`src/include/rx_ctrl_pkg.sv`:
```
// Constants for the receiver control block.
// Assumes one 25 MHz reference clock and bit-period enable pulses from a divider.
package rx_ctrl_pkg;
  localparam int unsigned CLK_HZ            = 25000000;
  localparam int unsigned TEMP_MAX_US       = 100;
  // Longest time rounds down; conversion is set well inside it
  localparam int unsigned TEMP_MAX_CYCLES   = TEMP_MAX_US * (CLK_HZ / 1000000);
  localparam int unsigned TEMP_CONV_CYCLES  = TEMP_MAX_CYCLES / 2;
  localparam int unsigned FEI_BITS          = 4;
  localparam int unsigned TIMEOUT_BIT_MULT  = 8;
  localparam int unsigned LOW_INDEX_STEP_HZ = 488;
  localparam int unsigned OSC_START_CYCLES  = 16;
  localparam logic [7:0]  BIT_DIV_RESET     = 8'h63;
  localparam logic [2:0]  MODE_SLEEP        = 3'h0;
  localparam logic [2:0]  MODE_STANDBY      = 3'h1;
  localparam logic [2:0]  MODE_SYNTH        = 3'h2;
  localparam logic [2:0]  MODE_RECEIVE      = 3'h4;

  typedef enum logic [4:0] {
    ST_SLEEP   = 5'h01,
    ST_STANDBY = 5'h02,
    ST_SYNTH   = 5'h04,
    ST_RECEIVE = 5'h08,
    ST_LISTEN  = 5'h10
  } op_state_t;
endpackage : rx_ctrl_pkg

```
`src/rtl/rx_afc_timeout_mode_control.sv`:
```
// Receiver control: frequency correction, temperature trigger, receive
// timeouts, mode decode and wake-up sequencer.
// Assumes controller bits arrive as synchronous levels and pulses.
`timescale 1ns/1ps
`default_nettype none
module rx_afc_timeout_mode_control (
  input  wire logic        ref_clk,
  input  wire logic        reset_n,
  input  wire logic [2:0]  mode_field,
  input  wire logic        listen_enable,
  input  wire logic        sequencer_disable,
  input  wire logic [7:0]  bit_divide,
  input  wire logic        auto_correction_enable,
  input  wire logic        auto_clear_enable,
  input  wire logic        correction_start_write,
  input  wire logic        low_index_correction_enable,
  input  wire logic [7:0]  low_index_offset,
  input  wire logic [15:0] freq_error_measured,
  input  wire logic        pll_in_range,
  input  wire logic        temp_start_write,
  input  wire logic [7:0]  temp_sensor_raw,
  input  wire logic        rssi_threshold_flag,
  input  wire logic [7:0]  rx_start_timeout,
  input  wire logic [7:0]  rssi_timeout,
  input  wire logic [23:0] carrier_frequency_init,
  input  wire logic        carrier_frequency_load,
  output logic [23:0]      carrier_frequency,
  output logic [15:0]      freq_correction_value,
  output logic [15:0]      freq_error_value,
  output logic             correction_start,
  output logic             correction_bw_select,
  output logic             temp_running,
  output logic [7:0]       temp_value,
  output logic             timeout_irq,
  output logic [4:0]       active_state,
  output logic             osc_enable,
  output logic             synth_enable,
  output logic             receiver_enable,
  output logic             pll_lock
);
  logic              bit_tick;
  logic              rx_timer_exp;
  logic              rssi_timer_exp;
  rx_ctrl_pkg::op_state_t state;
  rx_ctrl_pkg::op_state_t next_state;
  rx_ctrl_pkg::op_state_t target;
  logic [4:0]        osc_count;
  logic [4:0]        next_osc_count;
  logic              rx_entry;
  logic              rssi_prev;
  logic              rssi_rise;
  logic              afc_busy;
  logic              next_afc_busy;
  logic [2:0]        afc_bits;
  logic [2:0]        next_afc_bits;
  logic [23:0]       next_carrier;
  logic [15:0]       next_corr;
  logic [15:0]       next_fei;
  logic              next_cstart;
  logic [15:0]       offset_steps;
  logic [23:0]       correction_amount;
  logic              temp_busy;
  logic              next_temp_busy;
  logic [11:0]       temp_count;
  logic [11:0]       next_temp_count;
  logic [7:0]        next_temp_value;
  logic              next_timeout;
  logic              next_lock;

  // Mode field to target state
  function automatic rx_ctrl_pkg::op_state_t decode_mode(input logic listen,
                                                         input logic [2:0] m);
    rx_ctrl_pkg::op_state_t r;
    r = rx_ctrl_pkg::ST_SLEEP;
    if (listen) begin
      r = rx_ctrl_pkg::ST_LISTEN;
    end else begin
      case (m)
        rx_ctrl_pkg::MODE_STANDBY: r = rx_ctrl_pkg::ST_STANDBY;
        rx_ctrl_pkg::MODE_SYNTH:   r = rx_ctrl_pkg::ST_SYNTH;
        rx_ctrl_pkg::MODE_RECEIVE: r = rx_ctrl_pkg::ST_RECEIVE;
        default:                   r = rx_ctrl_pkg::ST_SLEEP;
      endcase
    end
    return r;
  endfunction : decode_mode

  bit_rate_divider u_div (
    .ref_clk  (ref_clk),
    .reset_n  (reset_n),
    .divide   (bit_divide),
    .bit_tick (bit_tick)
  );

  assign target    = decode_mode(listen_enable, mode_field);
  assign rx_entry  = (next_state == rx_ctrl_pkg::ST_RECEIVE) &&
                     (state != rx_ctrl_pkg::ST_RECEIVE);
  assign rssi_rise = rssi_threshold_flag && !rssi_prev;

  rx_timeout_timer u_rx_start_timer (
    .ref_clk  (ref_clk),
    .reset_n  (reset_n),
    .start    (rx_entry),
    .stop     (rssi_threshold_flag || (!receiver_enable && !rx_entry)),
    .bit_tick (bit_tick),
    .field    (rx_start_timeout),
    .expired  (rx_timer_exp)
  );

  rx_timeout_timer u_rssi_timer (
    .ref_clk  (ref_clk),
    .reset_n  (reset_n),
    .start    (rssi_rise && receiver_enable),
    .stop     (!receiver_enable && !rx_entry),
    .bit_tick (bit_tick),
    .field    (rssi_timeout),
    .expired  (rssi_timer_exp)
  );

  // Mode sequencer
  always_comb begin
    next_state     = state;
    next_osc_count = osc_count;
    if (sequencer_disable || target == rx_ctrl_pkg::ST_SLEEP ||
        target == rx_ctrl_pkg::ST_LISTEN) begin
      next_state = target;
    end else begin
      case (state)
        rx_ctrl_pkg::ST_SLEEP,
        rx_ctrl_pkg::ST_LISTEN: begin
          next_state     = rx_ctrl_pkg::ST_STANDBY;
          next_osc_count = 5'(rx_ctrl_pkg::OSC_START_CYCLES);
        end
        rx_ctrl_pkg::ST_STANDBY: begin
          if (osc_count != 5'h00) begin
            next_osc_count = osc_count - 5'h01;
          end else if (target != rx_ctrl_pkg::ST_STANDBY) begin
            next_state = rx_ctrl_pkg::ST_SYNTH;
          end
        end
        rx_ctrl_pkg::ST_SYNTH: begin
          if (target == rx_ctrl_pkg::ST_STANDBY) begin
            next_state = rx_ctrl_pkg::ST_STANDBY;
          end else if (target == rx_ctrl_pkg::ST_RECEIVE && pll_in_range) begin
            next_state = rx_ctrl_pkg::ST_RECEIVE;
          end
        end
        rx_ctrl_pkg::ST_RECEIVE: begin
          if (target != rx_ctrl_pkg::ST_RECEIVE) begin
            next_state = target;
          end
        end
        default: next_state = rx_ctrl_pkg::ST_SLEEP;
      endcase
    end
  end

  // Frequency correction
  assign offset_steps      = {8'h00, low_index_offset};
  // Sum kept at carrier width so a large offset cannot wrap the sign
  assign correction_amount = {{8{freq_error_measured[15]}}, freq_error_measured} +
                             (low_index_correction_enable ? {8'h00, offset_steps} :
                              24'h000000);
  always_comb begin
    next_afc_busy = afc_busy;
    next_afc_bits = afc_bits;
    next_carrier  = carrier_frequency;
    next_corr     = freq_correction_value;
    next_fei      = freq_error_value;
    next_cstart   = correction_start;
    if (carrier_frequency_load) begin
      next_carrier = carrier_frequency_init;
    end
    if (!afc_busy) begin
      if (auto_correction_enable && rx_entry) begin
        next_afc_busy = 1'b1;
        next_afc_bits = 3'(rx_ctrl_pkg::FEI_BITS);
        if (auto_clear_enable) begin
          next_carrier = 24'(carrier_frequency + {{8{freq_correction_value[15]}},
                                                  freq_correction_value});
          next_corr    = 16'h0000;
        end
      end else if (!auto_correction_enable && correction_start_write) begin
        next_afc_busy = 1'b1;
        next_cstart   = 1'b1;
        next_afc_bits = 3'(rx_ctrl_pkg::FEI_BITS);
      end
    end else if (bit_tick) begin
      next_afc_bits = afc_bits - 3'h1;
      if (afc_bits == 3'h1) begin
        next_afc_busy = 1'b0;
        next_cstart   = 1'b0;
        next_fei      = freq_error_measured;
        next_corr     = 16'(freq_correction_value + correction_amount[15:0]);
        next_carrier  = 24'(carrier_frequency - correction_amount);
      end
    end
  end

  // Temperature measurement
  always_comb begin
    next_temp_busy  = temp_busy;
    next_temp_count = temp_count;
    next_temp_value = temp_value;
    if (!temp_busy) begin
      if (temp_start_write && (state == rx_ctrl_pkg::ST_STANDBY ||
                               state == rx_ctrl_pkg::ST_SYNTH)) begin
        next_temp_busy  = 1'b1;
        next_temp_count = 12'(rx_ctrl_pkg::TEMP_CONV_CYCLES);
      end
    end else if (temp_count == 12'h000) begin
      next_temp_busy  = 1'b0;
      next_temp_value = ~temp_sensor_raw;
    end else begin
      next_temp_count = temp_count - 12'h001;
    end
  end

  assign next_timeout = rx_timer_exp || rssi_timer_exp;
  assign next_lock    = pll_in_range && (next_state == rx_ctrl_pkg::ST_SYNTH ||
                                         next_state == rx_ctrl_pkg::ST_RECEIVE);

  always_ff @(posedge ref_clk) begin
    if (!reset_n) begin
      state                 <= rx_ctrl_pkg::ST_SLEEP;
      osc_count             <= 5'h00;
      rssi_prev             <= 1'b0;
      afc_busy              <= 1'b0;
      afc_bits              <= 3'h0;
      carrier_frequency     <= 24'h000000;
      freq_correction_value <= 16'h0000;
      freq_error_value      <= 16'h0000;
      correction_start      <= 1'b0;
      correction_bw_select  <= 1'b0;
      temp_busy             <= 1'b0;
      temp_running          <= 1'b0;
      temp_count            <= 12'h000;
      temp_value            <= 8'h00;
      timeout_irq           <= 1'b0;
      active_state          <= 5'h01;
      osc_enable            <= 1'b0;
      synth_enable          <= 1'b0;
      receiver_enable       <= 1'b0;
      pll_lock              <= 1'b0;
    end else begin
      state                 <= next_state;
      osc_count             <= next_osc_count;
      rssi_prev             <= rssi_threshold_flag;
      afc_busy              <= next_afc_busy;
      afc_bits              <= next_afc_bits;
      carrier_frequency     <= next_carrier;
      freq_correction_value <= next_corr;
      freq_error_value      <= next_fei;
      correction_start      <= next_cstart;
      correction_bw_select  <= next_afc_busy;
      temp_busy             <= next_temp_busy;
      temp_running          <= next_temp_busy;
      temp_count            <= next_temp_count;
      temp_value            <= next_temp_value;
      timeout_irq           <= next_timeout;
      active_state          <= next_state;
      osc_enable            <= next_state != rx_ctrl_pkg::ST_SLEEP;
      synth_enable          <= next_state == rx_ctrl_pkg::ST_SYNTH ||
                               next_state == rx_ctrl_pkg::ST_RECEIVE;
      receiver_enable       <= next_state == rx_ctrl_pkg::ST_RECEIVE;
      pll_lock              <= next_lock;
    end
  end
endmodule : rx_afc_timeout_mode_control
`default_nettype wire

```
`src/rtl/bit_rate_divider.sv`:
```
// One-cycle enable per bit period from the reference clock.
// Assumes the divide value is held steady by the controller.
`timescale 1ns/1ps
`default_nettype none
module bit_rate_divider (
  input  wire logic       ref_clk,
  input  wire logic       reset_n,
  input  wire logic [7:0] divide,
  output var  logic       bit_tick
);
  logic [7:0] count;
  logic [7:0] next_count;
  logic       next_bit_tick;

  always_comb begin
    next_bit_tick = 1'b0;
    next_count    = count - 8'h01;
    if (count == 8'h00) begin
      next_count    = divide;
      next_bit_tick = 1'b1;
    end
  end

  always_ff @(posedge ref_clk) begin
    if (!reset_n) begin
      count    <= 8'h00;
      bit_tick <= 1'b0;
    end else begin
      count    <= next_count;
      bit_tick <= next_bit_tick;
    end
  end
endmodule : bit_rate_divider
`default_nettype wire

```
`src/rtl/rx_timeout_timer.sv`:
```
// Bit-period down counter: loads field times eight, fires once at zero.
// Assumes bit_tick is a one-cycle enable; a zero field disables the timer.
`timescale 1ns/1ps
`default_nettype none
module rx_timeout_timer (
  input  wire logic       ref_clk,
  input  wire logic       reset_n,
  input  wire logic       start,
  input  wire logic       stop,
  input  wire logic       bit_tick,
  input  wire logic [7:0] field,
  output var  logic       expired
);
  logic [10:0] count;
  logic [10:0] next_count;
  logic        armed;
  logic        next_armed;
  logic        next_expired;

  always_comb begin
    next_count   = count;
    next_armed   = armed;
    next_expired = 1'b0;
    if (stop) begin
      next_armed = 1'b0;
    end else if (start) begin
      next_count = 11'(field * rx_ctrl_pkg::TIMEOUT_BIT_MULT);
      next_armed = (field != 8'h00);
    end else if (armed && bit_tick) begin
      next_count = count - 11'h001;
      if (count == 11'h001) begin
        next_armed   = 1'b0;
        next_expired = 1'b1;
      end
    end
  end

  always_ff @(posedge ref_clk) begin
    if (!reset_n) begin
      count   <= 11'h000;
      armed   <= 1'b0;
      expired <= 1'b0;
    end else begin
      count   <= next_count;
      armed   <= next_armed;
      expired <= next_expired;
    end
  end
endmodule : rx_timeout_timer
`default_nettype wire

```
`config.mk`:
```
export PLATFORM = sky130hd
export DESIGN_NAME = rx_afc_timeout_mode_control
export DESIGN_NICKNAME = d
export VERILOG_FILES = /design/src/include/rx_ctrl_pkg.sv /design/src/rtl/rx_afc_timeout_mode_control.sv /design/src/rtl/bit_rate_divider.sv /design/src/rtl/rx_timeout_timer.sv
export SDC_FILE = /design/constraint.sdc
export NUM_CORES = 1
export LEC_CHECK = 0
export BUFFER_PORTS_ARGS = -buffer_cell sky130_fd_sc_hd__buf_2
export CAP_MARGIN = 15
export CORE_MARGIN = 4
export CORE_UTILIZATION = 35
export DETAILED_ROUTE_END_ITERATION = 10
export PLACE_DENSITY = 0.62
export SLEW_MARGIN = 20
export SYNTH_ARGS = -nofsm -noshare
export SYNTH_HDL_FRONTEND = slang
export SYNTH_SLANG_ARGS = --single-unit
```
`constraint.sdc`:
```
create_clock -name ref_clk -period 5.3 [get_ports ref_clk]
set_input_delay 0.265 -clock ref_clk [delete_from_list [all_inputs] [get_ports ref_clk]]
set_output_delay 0.265 -clock ref_clk [all_outputs]
set_load 0.02 [all_outputs]
```
## Word-level counts from Yosys, hierarchy flattened

Index checks and enable logic that the tools add are counted.

- Output and inout port bits: 77
- Memory bits (writable): 0
- Bits in read-only memories: 0
- Register bits after elaboration: 133
- Input bits: 95
- Latch bits: 0
- Logic and storage cells: 177
- Memories: 0

- Add/subtract/negate cells: 10
- $lt $le $gt $ge: 0
- Eq/ne operators: 26
- Shift-type cells: 0
- Reduce and logical (&&, ||, !) cells: 52
- Bitwise gates (word level): 7
- Multipliers: 0
- Muxes and demuxes: 57
- Div/mod/pow operators: 0

Operator list:

| kind | count |
|---|---|
| 2-to-1 mux 24 bit | 6 |
| 2-to-1 mux 16 bit | 5 |
| 2-to-1 mux 11 bit | 4 |
| 2-to-1 mux 5 bit | 8 |
| 2-to-1 mux 12 bit | 3 |
| adder 24 bit | 1 |
| subtractor 24 bit | 1 |
| equality test 11 x 1 -> 1 bit, second input constant | 2 |
| 2-to-1 mux 1 bit | 22 |
| subtractor 11 x 1 -> 11 bit, second input constant | 2 |
| one-hot mux 5 bit (4 select lines) | 1 |
| nonzero test 2 bit | 9 |
| adder 16 x 9 -> 17 bit | 1 |
| adder 16 bit | 1 |
| 2-to-1 mux 8 bit | 2 |
| nonzero test 8 bit | 2 |
| equality test 5 x 4 -> 1 bit, second input constant | 3 |
| AND reduction 2 bit | 7 |
| zero test 12 bit | 1 |
| 2-to-1 mux 3 bit | 4 |
| one-hot mux 4 bit (3 select lines) | 1 |
| subtractor 12 x 1 -> 12 bit, second input constant | 1 |
| logical AND 1 bit | 11 |
| equality test 5 x 1 -> 1 bit, second input constant | 2 |
| other kinds (26) | 52 |

## Depth between registers and ports, before layout

- Depth after elaboration: 16
- Gate-level depth with buffers: 23
- Gate-level depth less buffers: 23

## Modules after synthesis

A second synthesis with hierarchy kept.

- Cells, all modules: 1277
- Area total of the unflattened synthesis: 9994.6 µm²

By module, submodules not included:

| module | times used | sequential area each (µm²) | cells an instance | area an instance (µm²) |
|---|---|---|---|---|
| rx_afc_timeout_mode_control | 1 | 1961.9 | 1018 | 7820.0 |
| rx_timeout_timer | 2 | 260.2 | 102 | 843.3 |
| bit_rate_divider | 1 | 180.2 | 55 | 488.0 |

## Least setup slack after synthesis

OpenSTA, ideal clock, no wires.

- Path type: input to register
- Start: in low_index_offset[0]
- End: reg carrier_frequency[23]
- Path buffers: 0
- Arrival: 4315 ps
- Stages on the path: 18
- Path slack: 898 ps
- Library setup time: 87 ps
- Cell sequence: and2_1 > ha_1 > inv_1 > fa_1 > nor2b_1 > o21ai_0 > a21boi_0 > o21a_1 > o211ai_2 > o21ai_0 > ha_1 > a21o_1 > nor3_1 > a211oi_2 > a41oi_1 > mux2_2 > o211a_1 > o31ai_1

- Word-level cells in the longest chain between the ends: 6

RTL lines:

| what | RTL line | RTL |
|---|---|---|
| start, declared | rx_afc_timeout_mode_control.sv:17 | `input wire logic [7:0] low_index_offset,` |
| 2-to-1 mux 8 bit | rx_afc_timeout_mode_control.sv:162 | `(low_index_correction_enable ? {8'h00, offset_steps} :` |
| adder 16 x 9 -> 17 bit | rx_afc_timeout_mode_control.sv:161 | `assign correction_amount = {{8{freq_error_measured[15]}}, freq_error_measured} +` |
| subtractor 24 bit | rx_afc_timeout_mode_control.sv:195 | `next_carrier = 24'(carrier_frequency - correction_amount);` |
| 2-to-1 mux 24 bit | rx_afc_timeout_mode_control.sv:190 | `if (afc_bits == 3'h1) begin` |
| 2-to-1 mux 24 bit | rx_afc_timeout_mode_control.sv:188 | `end else if (bit_tick) begin` |
| 2-to-1 mux 24 bit | rx_afc_timeout_mode_control.sv:174 | `if (!afc_busy) begin` |
| end signal, assigned | rx_afc_timeout_mode_control.sv:251 | `carrier_frequency <= next_carrier;` |
| end, declared | rx_afc_timeout_mode_control.sv:27 | `output logic [23:0] carrier_frequency,` |

No other way between the ends.
A chain may end at the register's enable or synchronous reset.

## Worst setup path after layout

- Start: in low_index_correction_enable
- End: reg carrier_frequency[23]

- Word-level cells in the longest chain between the ends: 6

RTL lines:

| what | RTL line | RTL |
|---|---|---|
| start, declared | rx_afc_timeout_mode_control.sv:16 | `input wire logic low_index_correction_enable,` |
| 2-to-1 mux 8 bit | rx_afc_timeout_mode_control.sv:162 |  |
| adder 16 x 9 -> 17 bit | rx_afc_timeout_mode_control.sv:161 |  |
| subtractor 24 bit | rx_afc_timeout_mode_control.sv:195 |  |
| 2-to-1 mux 24 bit | rx_afc_timeout_mode_control.sv:190 |  |
| 2-to-1 mux 24 bit | rx_afc_timeout_mode_control.sv:188 |  |
| 2-to-1 mux 24 bit | rx_afc_timeout_mode_control.sv:174 |  |

No other way between the ends.

==> results.json <==
{
  "maxSlewHeadroom_pct": 32.0,
  "num_vias": 9364,
  "period_share_pct": 86.8,
  "insertion_delay_ns": 0.43,
  "reg2reg_depth": 10,
  "finalNonFillerCells": 1751,
  "placed_cell_area_um2": 10800,
  "internal-power_mw": 2.07,
  "cts_resized": 0,
  "clockBufferDepth": 2,
  "die_h_um": 174,
  "drtIter0Drc": 559,
  "tightest_slew_ns": 1.02,
  "yosysSeqAreaShare_pct": 27.6,
  "fin_area_um2": 11400,
  "cts.sinks": 133,
  "final_hold_viol_count": 0,
  "place.gp.congestion": 0.873,
  "cts_tree": "built",
  "rr_endpoint": "carrier_frequency[10]",
  "drtAntennaViolNets": 0,
  "max_cap_violations": 0,
  "ir_worst_vdd_uv": 202,
  "fill_cells": 2814,
  "switching_share_pct": 32.5,
  "synth_nets": 1427,
  "worstSetupPathType": "in2reg",
  "hold_class": "in2reg",
  "postCtsSetupBuffers": 0,
  "cp.arrival_ns": 4.94,
  "worst_setup_path_end_kind": "flip-flop",
  "p_comb_share_pct": 23.9,
  "htree_levels": 4,
  "synth_edf_count": 0,
  "fin_nets": 1574,
  "vias_per_cell": 5.35,
  "clock_skew_ns": 0.0127,
  "leakage_nw": 5.17,
  "reg2reg_slack_ns": 1.69,
  "synth_seq_cells": 133,
  "grt_pass1_vias": 9089,
  "synthArstFlopShare_pct": 0,
  "synth_top_area_cell": "dfxtp_1",
  "grt_max_degree": 66,
  "clkPwrFrac_pct": 39.9,
  "drc": 0,
  "final_util_pct": 42.1,
  "netlist_top_cells_area": "dfxtp_1, ha_1, nor2_1",
  "setup_viol": 0,
  "place.port_buffers": 171,
  "fp.dieW_um": 174,
  "clockRootBuffer": "clkbuf_16",
  "place_inst": 1718,
  "netlist_top_cells_count": "nor2_1, dfxtp_1, a21oi_1, nand2_1, ha_1",
  "grt_pass1_wl_mm": 45.6,
  "ys_warn_count": 0,
  "syn_to_final_growth_pct": 18.0,
  "rows": 60,
  "cp_max_fo": 8,
  "fmax_mhz": 217,
  "clk_pin_slew_ns": 0.06,
  "cts_made_buffers": 17,
  "initial_core_util_pct": 35.7,
  "setup_tns_ns": 0,
  "drt_wl_total_mm": 27.8,
  "yosys.area.top_type_share_pct": 27.6,
  "finalCriticalPeriod_ns": 4.60,
  "crit_start": "low_index_correction_enable",
  "wl_per_cell_um": 15.9,
  "synthCells": 1249,
  "start_kind": "input pin",
  "multiInputGateArea_um2": 6560,
  "timing.rr.start": "state[2]",
  "post-dp-hpwl_mm": 20.6,
  "synth_top_flop_cell": "dfxtp_1",
  "dieArea_um2": 30300,
  "grt_antenna_before_repair": 1,
  "ctsHoldBuffers": 0,
  "dr.pass1.iters": 5,
  "syn_avg_cell_area_um2": 7.72,
  "crit_path_end": "carrier_frequency[23]",
  "boundaryPins": 172,
  "grt_setup_unrepaired": "no",
  "yosysMostFrequentCell": "nor2_1",
  "switchingPower_uw": 997,
  "seq_area_um2": 2660,
  "core_area_um2": 27000,
  "power_density_nw_per_um2": 270,
  "p_seq_share_pct": 36.2,
  "total_power_mw": 3.07,
  "drv_slew": 0,
  "outcome": "finished, final reports clean",
  "crit_required_ns": 5.63,
  "grtUsageTotal_pct": 18.1,
  "final_layout_size_suffix_gt1_share_pct": 17.5,
  "synth_area_um2": 9640,
  "grt.overflow.total": 0,
  "synth_cell_type_count": 76
}
## cell usage in the layout, fill, tap and decap left out, types with 5 or more instances in the layout
cell type,synthesis,layout
a211oi_1,32,32
a21o_1,19,19
a21oi_1,111,111
a22oi_1,12,12
a31oi_1,13,13
and2_1,19,19
and3_1,10,10
buf_2,9,171
buf_4,0,7
clkbuf_16,0,17
dfxtp_1,133,133
ha_1,79,79
inv_1,58,57
inv_6,0,6
mux2_2,7,7
mux2i_1,21,21
nand2_1,111,111
nand2b_1,11,11
nand3_1,24,24
nand3b_1,6,6
nand4_1,7,7
nor2_1,172,171
nor2b_1,14,14
nor3_1,38,38
nor4_1,15,15
o2111ai_1,5,5
o211ai_1,9,9
o21a_1,15,15
o21ai_0,68,68
o21bai_1,7,7
or2_2,9,9
or3_1,10,10
xnor2_1,60,60
xor2_1,32,32
## critical path, cell delays in order
cell and delay, ns:
buf_2 0.14, nand2_1 0.11, inv_1 0.06, ha_1 0.27, a21o_1 0.18, a21oi_1 0.22
nor2b_1 0.10, o21a_1 0.17, nor2_1 0.15, o21bai_1 0.08, a21oi_1 0.22, nor2b_1 0.07
o21ai_0 0.31, xor2_1 0.15, ha_1 0.36, o2111ai_1 0.16, o21bai_1 0.19, a21bo_1 0.24
a211o_1 0.31, a211oi_2 0.26, a41oi_1 0.18, mux2_2 0.31, o211a_1 0.23, o31ai_1 0.20
## power by group through the flow
stage | Sequential [mW] | Combinational [mW] | Clock, mW
finish | 1.11 | 0.732 | 1.22
detailed placement | 1.13 | 0.729 | 0
global placement | 1.13 | 0.721 | 0
CTS | 1.11 | 0.735 | 1.25
global route | 1.12 | 0.818 | 1.29
floorplan | 1.14 | 0.527 | 0
## routing by layer
layer / vias up / share of wire (%) / routed length, um / global-route usage (%)
met5: - / 0 / 0 / 0
met2: 215 / 48 / 13300 / 31.6
met3: 29 / 4.1 / 1150 / 2.76
met1: 4357 / 47 / 13000 / 23.5
li1: 4763 / - / - / -
met4: 0 / 1.5 / 404 / 4.78
## cells by family after synthesis
family                   count (synthesis)  synth area share (%)
adder cells (fa/ha/maj)                 83                  11.1
multiplexers                            28                  3.00
AO/OA/AOI/OAI                          343                  23.0
XOR/XNOR                                92                  8.36
flip-flops                             133                  27.6
buffers and inverters                  108                  4.32
AND/OR/NAND/NOR                        462                  22.7
## cell type report
| class | count | share of cell area, % |
|---|---|---|
| antenna | 1 | 0.0220 |
| clock buffer | 17 | 3.74 |
| clock inverter | 15 | 1.44 |
| inverter | 58 | 1.93 |
| multi-input combinational | 1008 | 57.7 |
| sequential | 133 | 23.4 |
| tap | 341 | 3.75 |
| timing repair buffer | 178 | 7.99 |
## stage by stage
stage	setup WS, ns	hold WS, ns
4_1_cts	0.709	0.0624
3_3_place_gp	0.467	0.442
2_1_floorplan	0.898	0.343
5_1_grt	0.332	0.0732
6_report	0.699	0.0784
3_5_place_dp	0.295	0.444
## flip-flops by register name, summed over array words and instances (netlist names), 3 cells and up
name,flops
osc_count,5
temp_value,8
u_rx_start_timer.count,11
u_div.count,8
state,5
afc_bits,3
u_rssi_timer.count,11
temp_count,12
carrier_frequency,24
freq_error_value,16
freq_correction_value,16
## worst min-delay path by stage
stage	startpoint	end	slack, ns	cells after the start
2_1_floorplan	rssi_threshold_flag	u_rx_start_timer.expired	0.34	1
3_3_place_gp	freq_error_value[0]	freq_error_value[0]	0.44	2
3_5_place_dp	freq_error_value[13]	freq_error_value[13]	0.44	2
4_1_cts	pll_in_range	pll_lock	0.06	2
5_1_grt	pll_in_range	pll_lock	0.07	2
6_report	pll_in_range	pll_lock	0.08	2
Power figures use the tool's default switching activity.
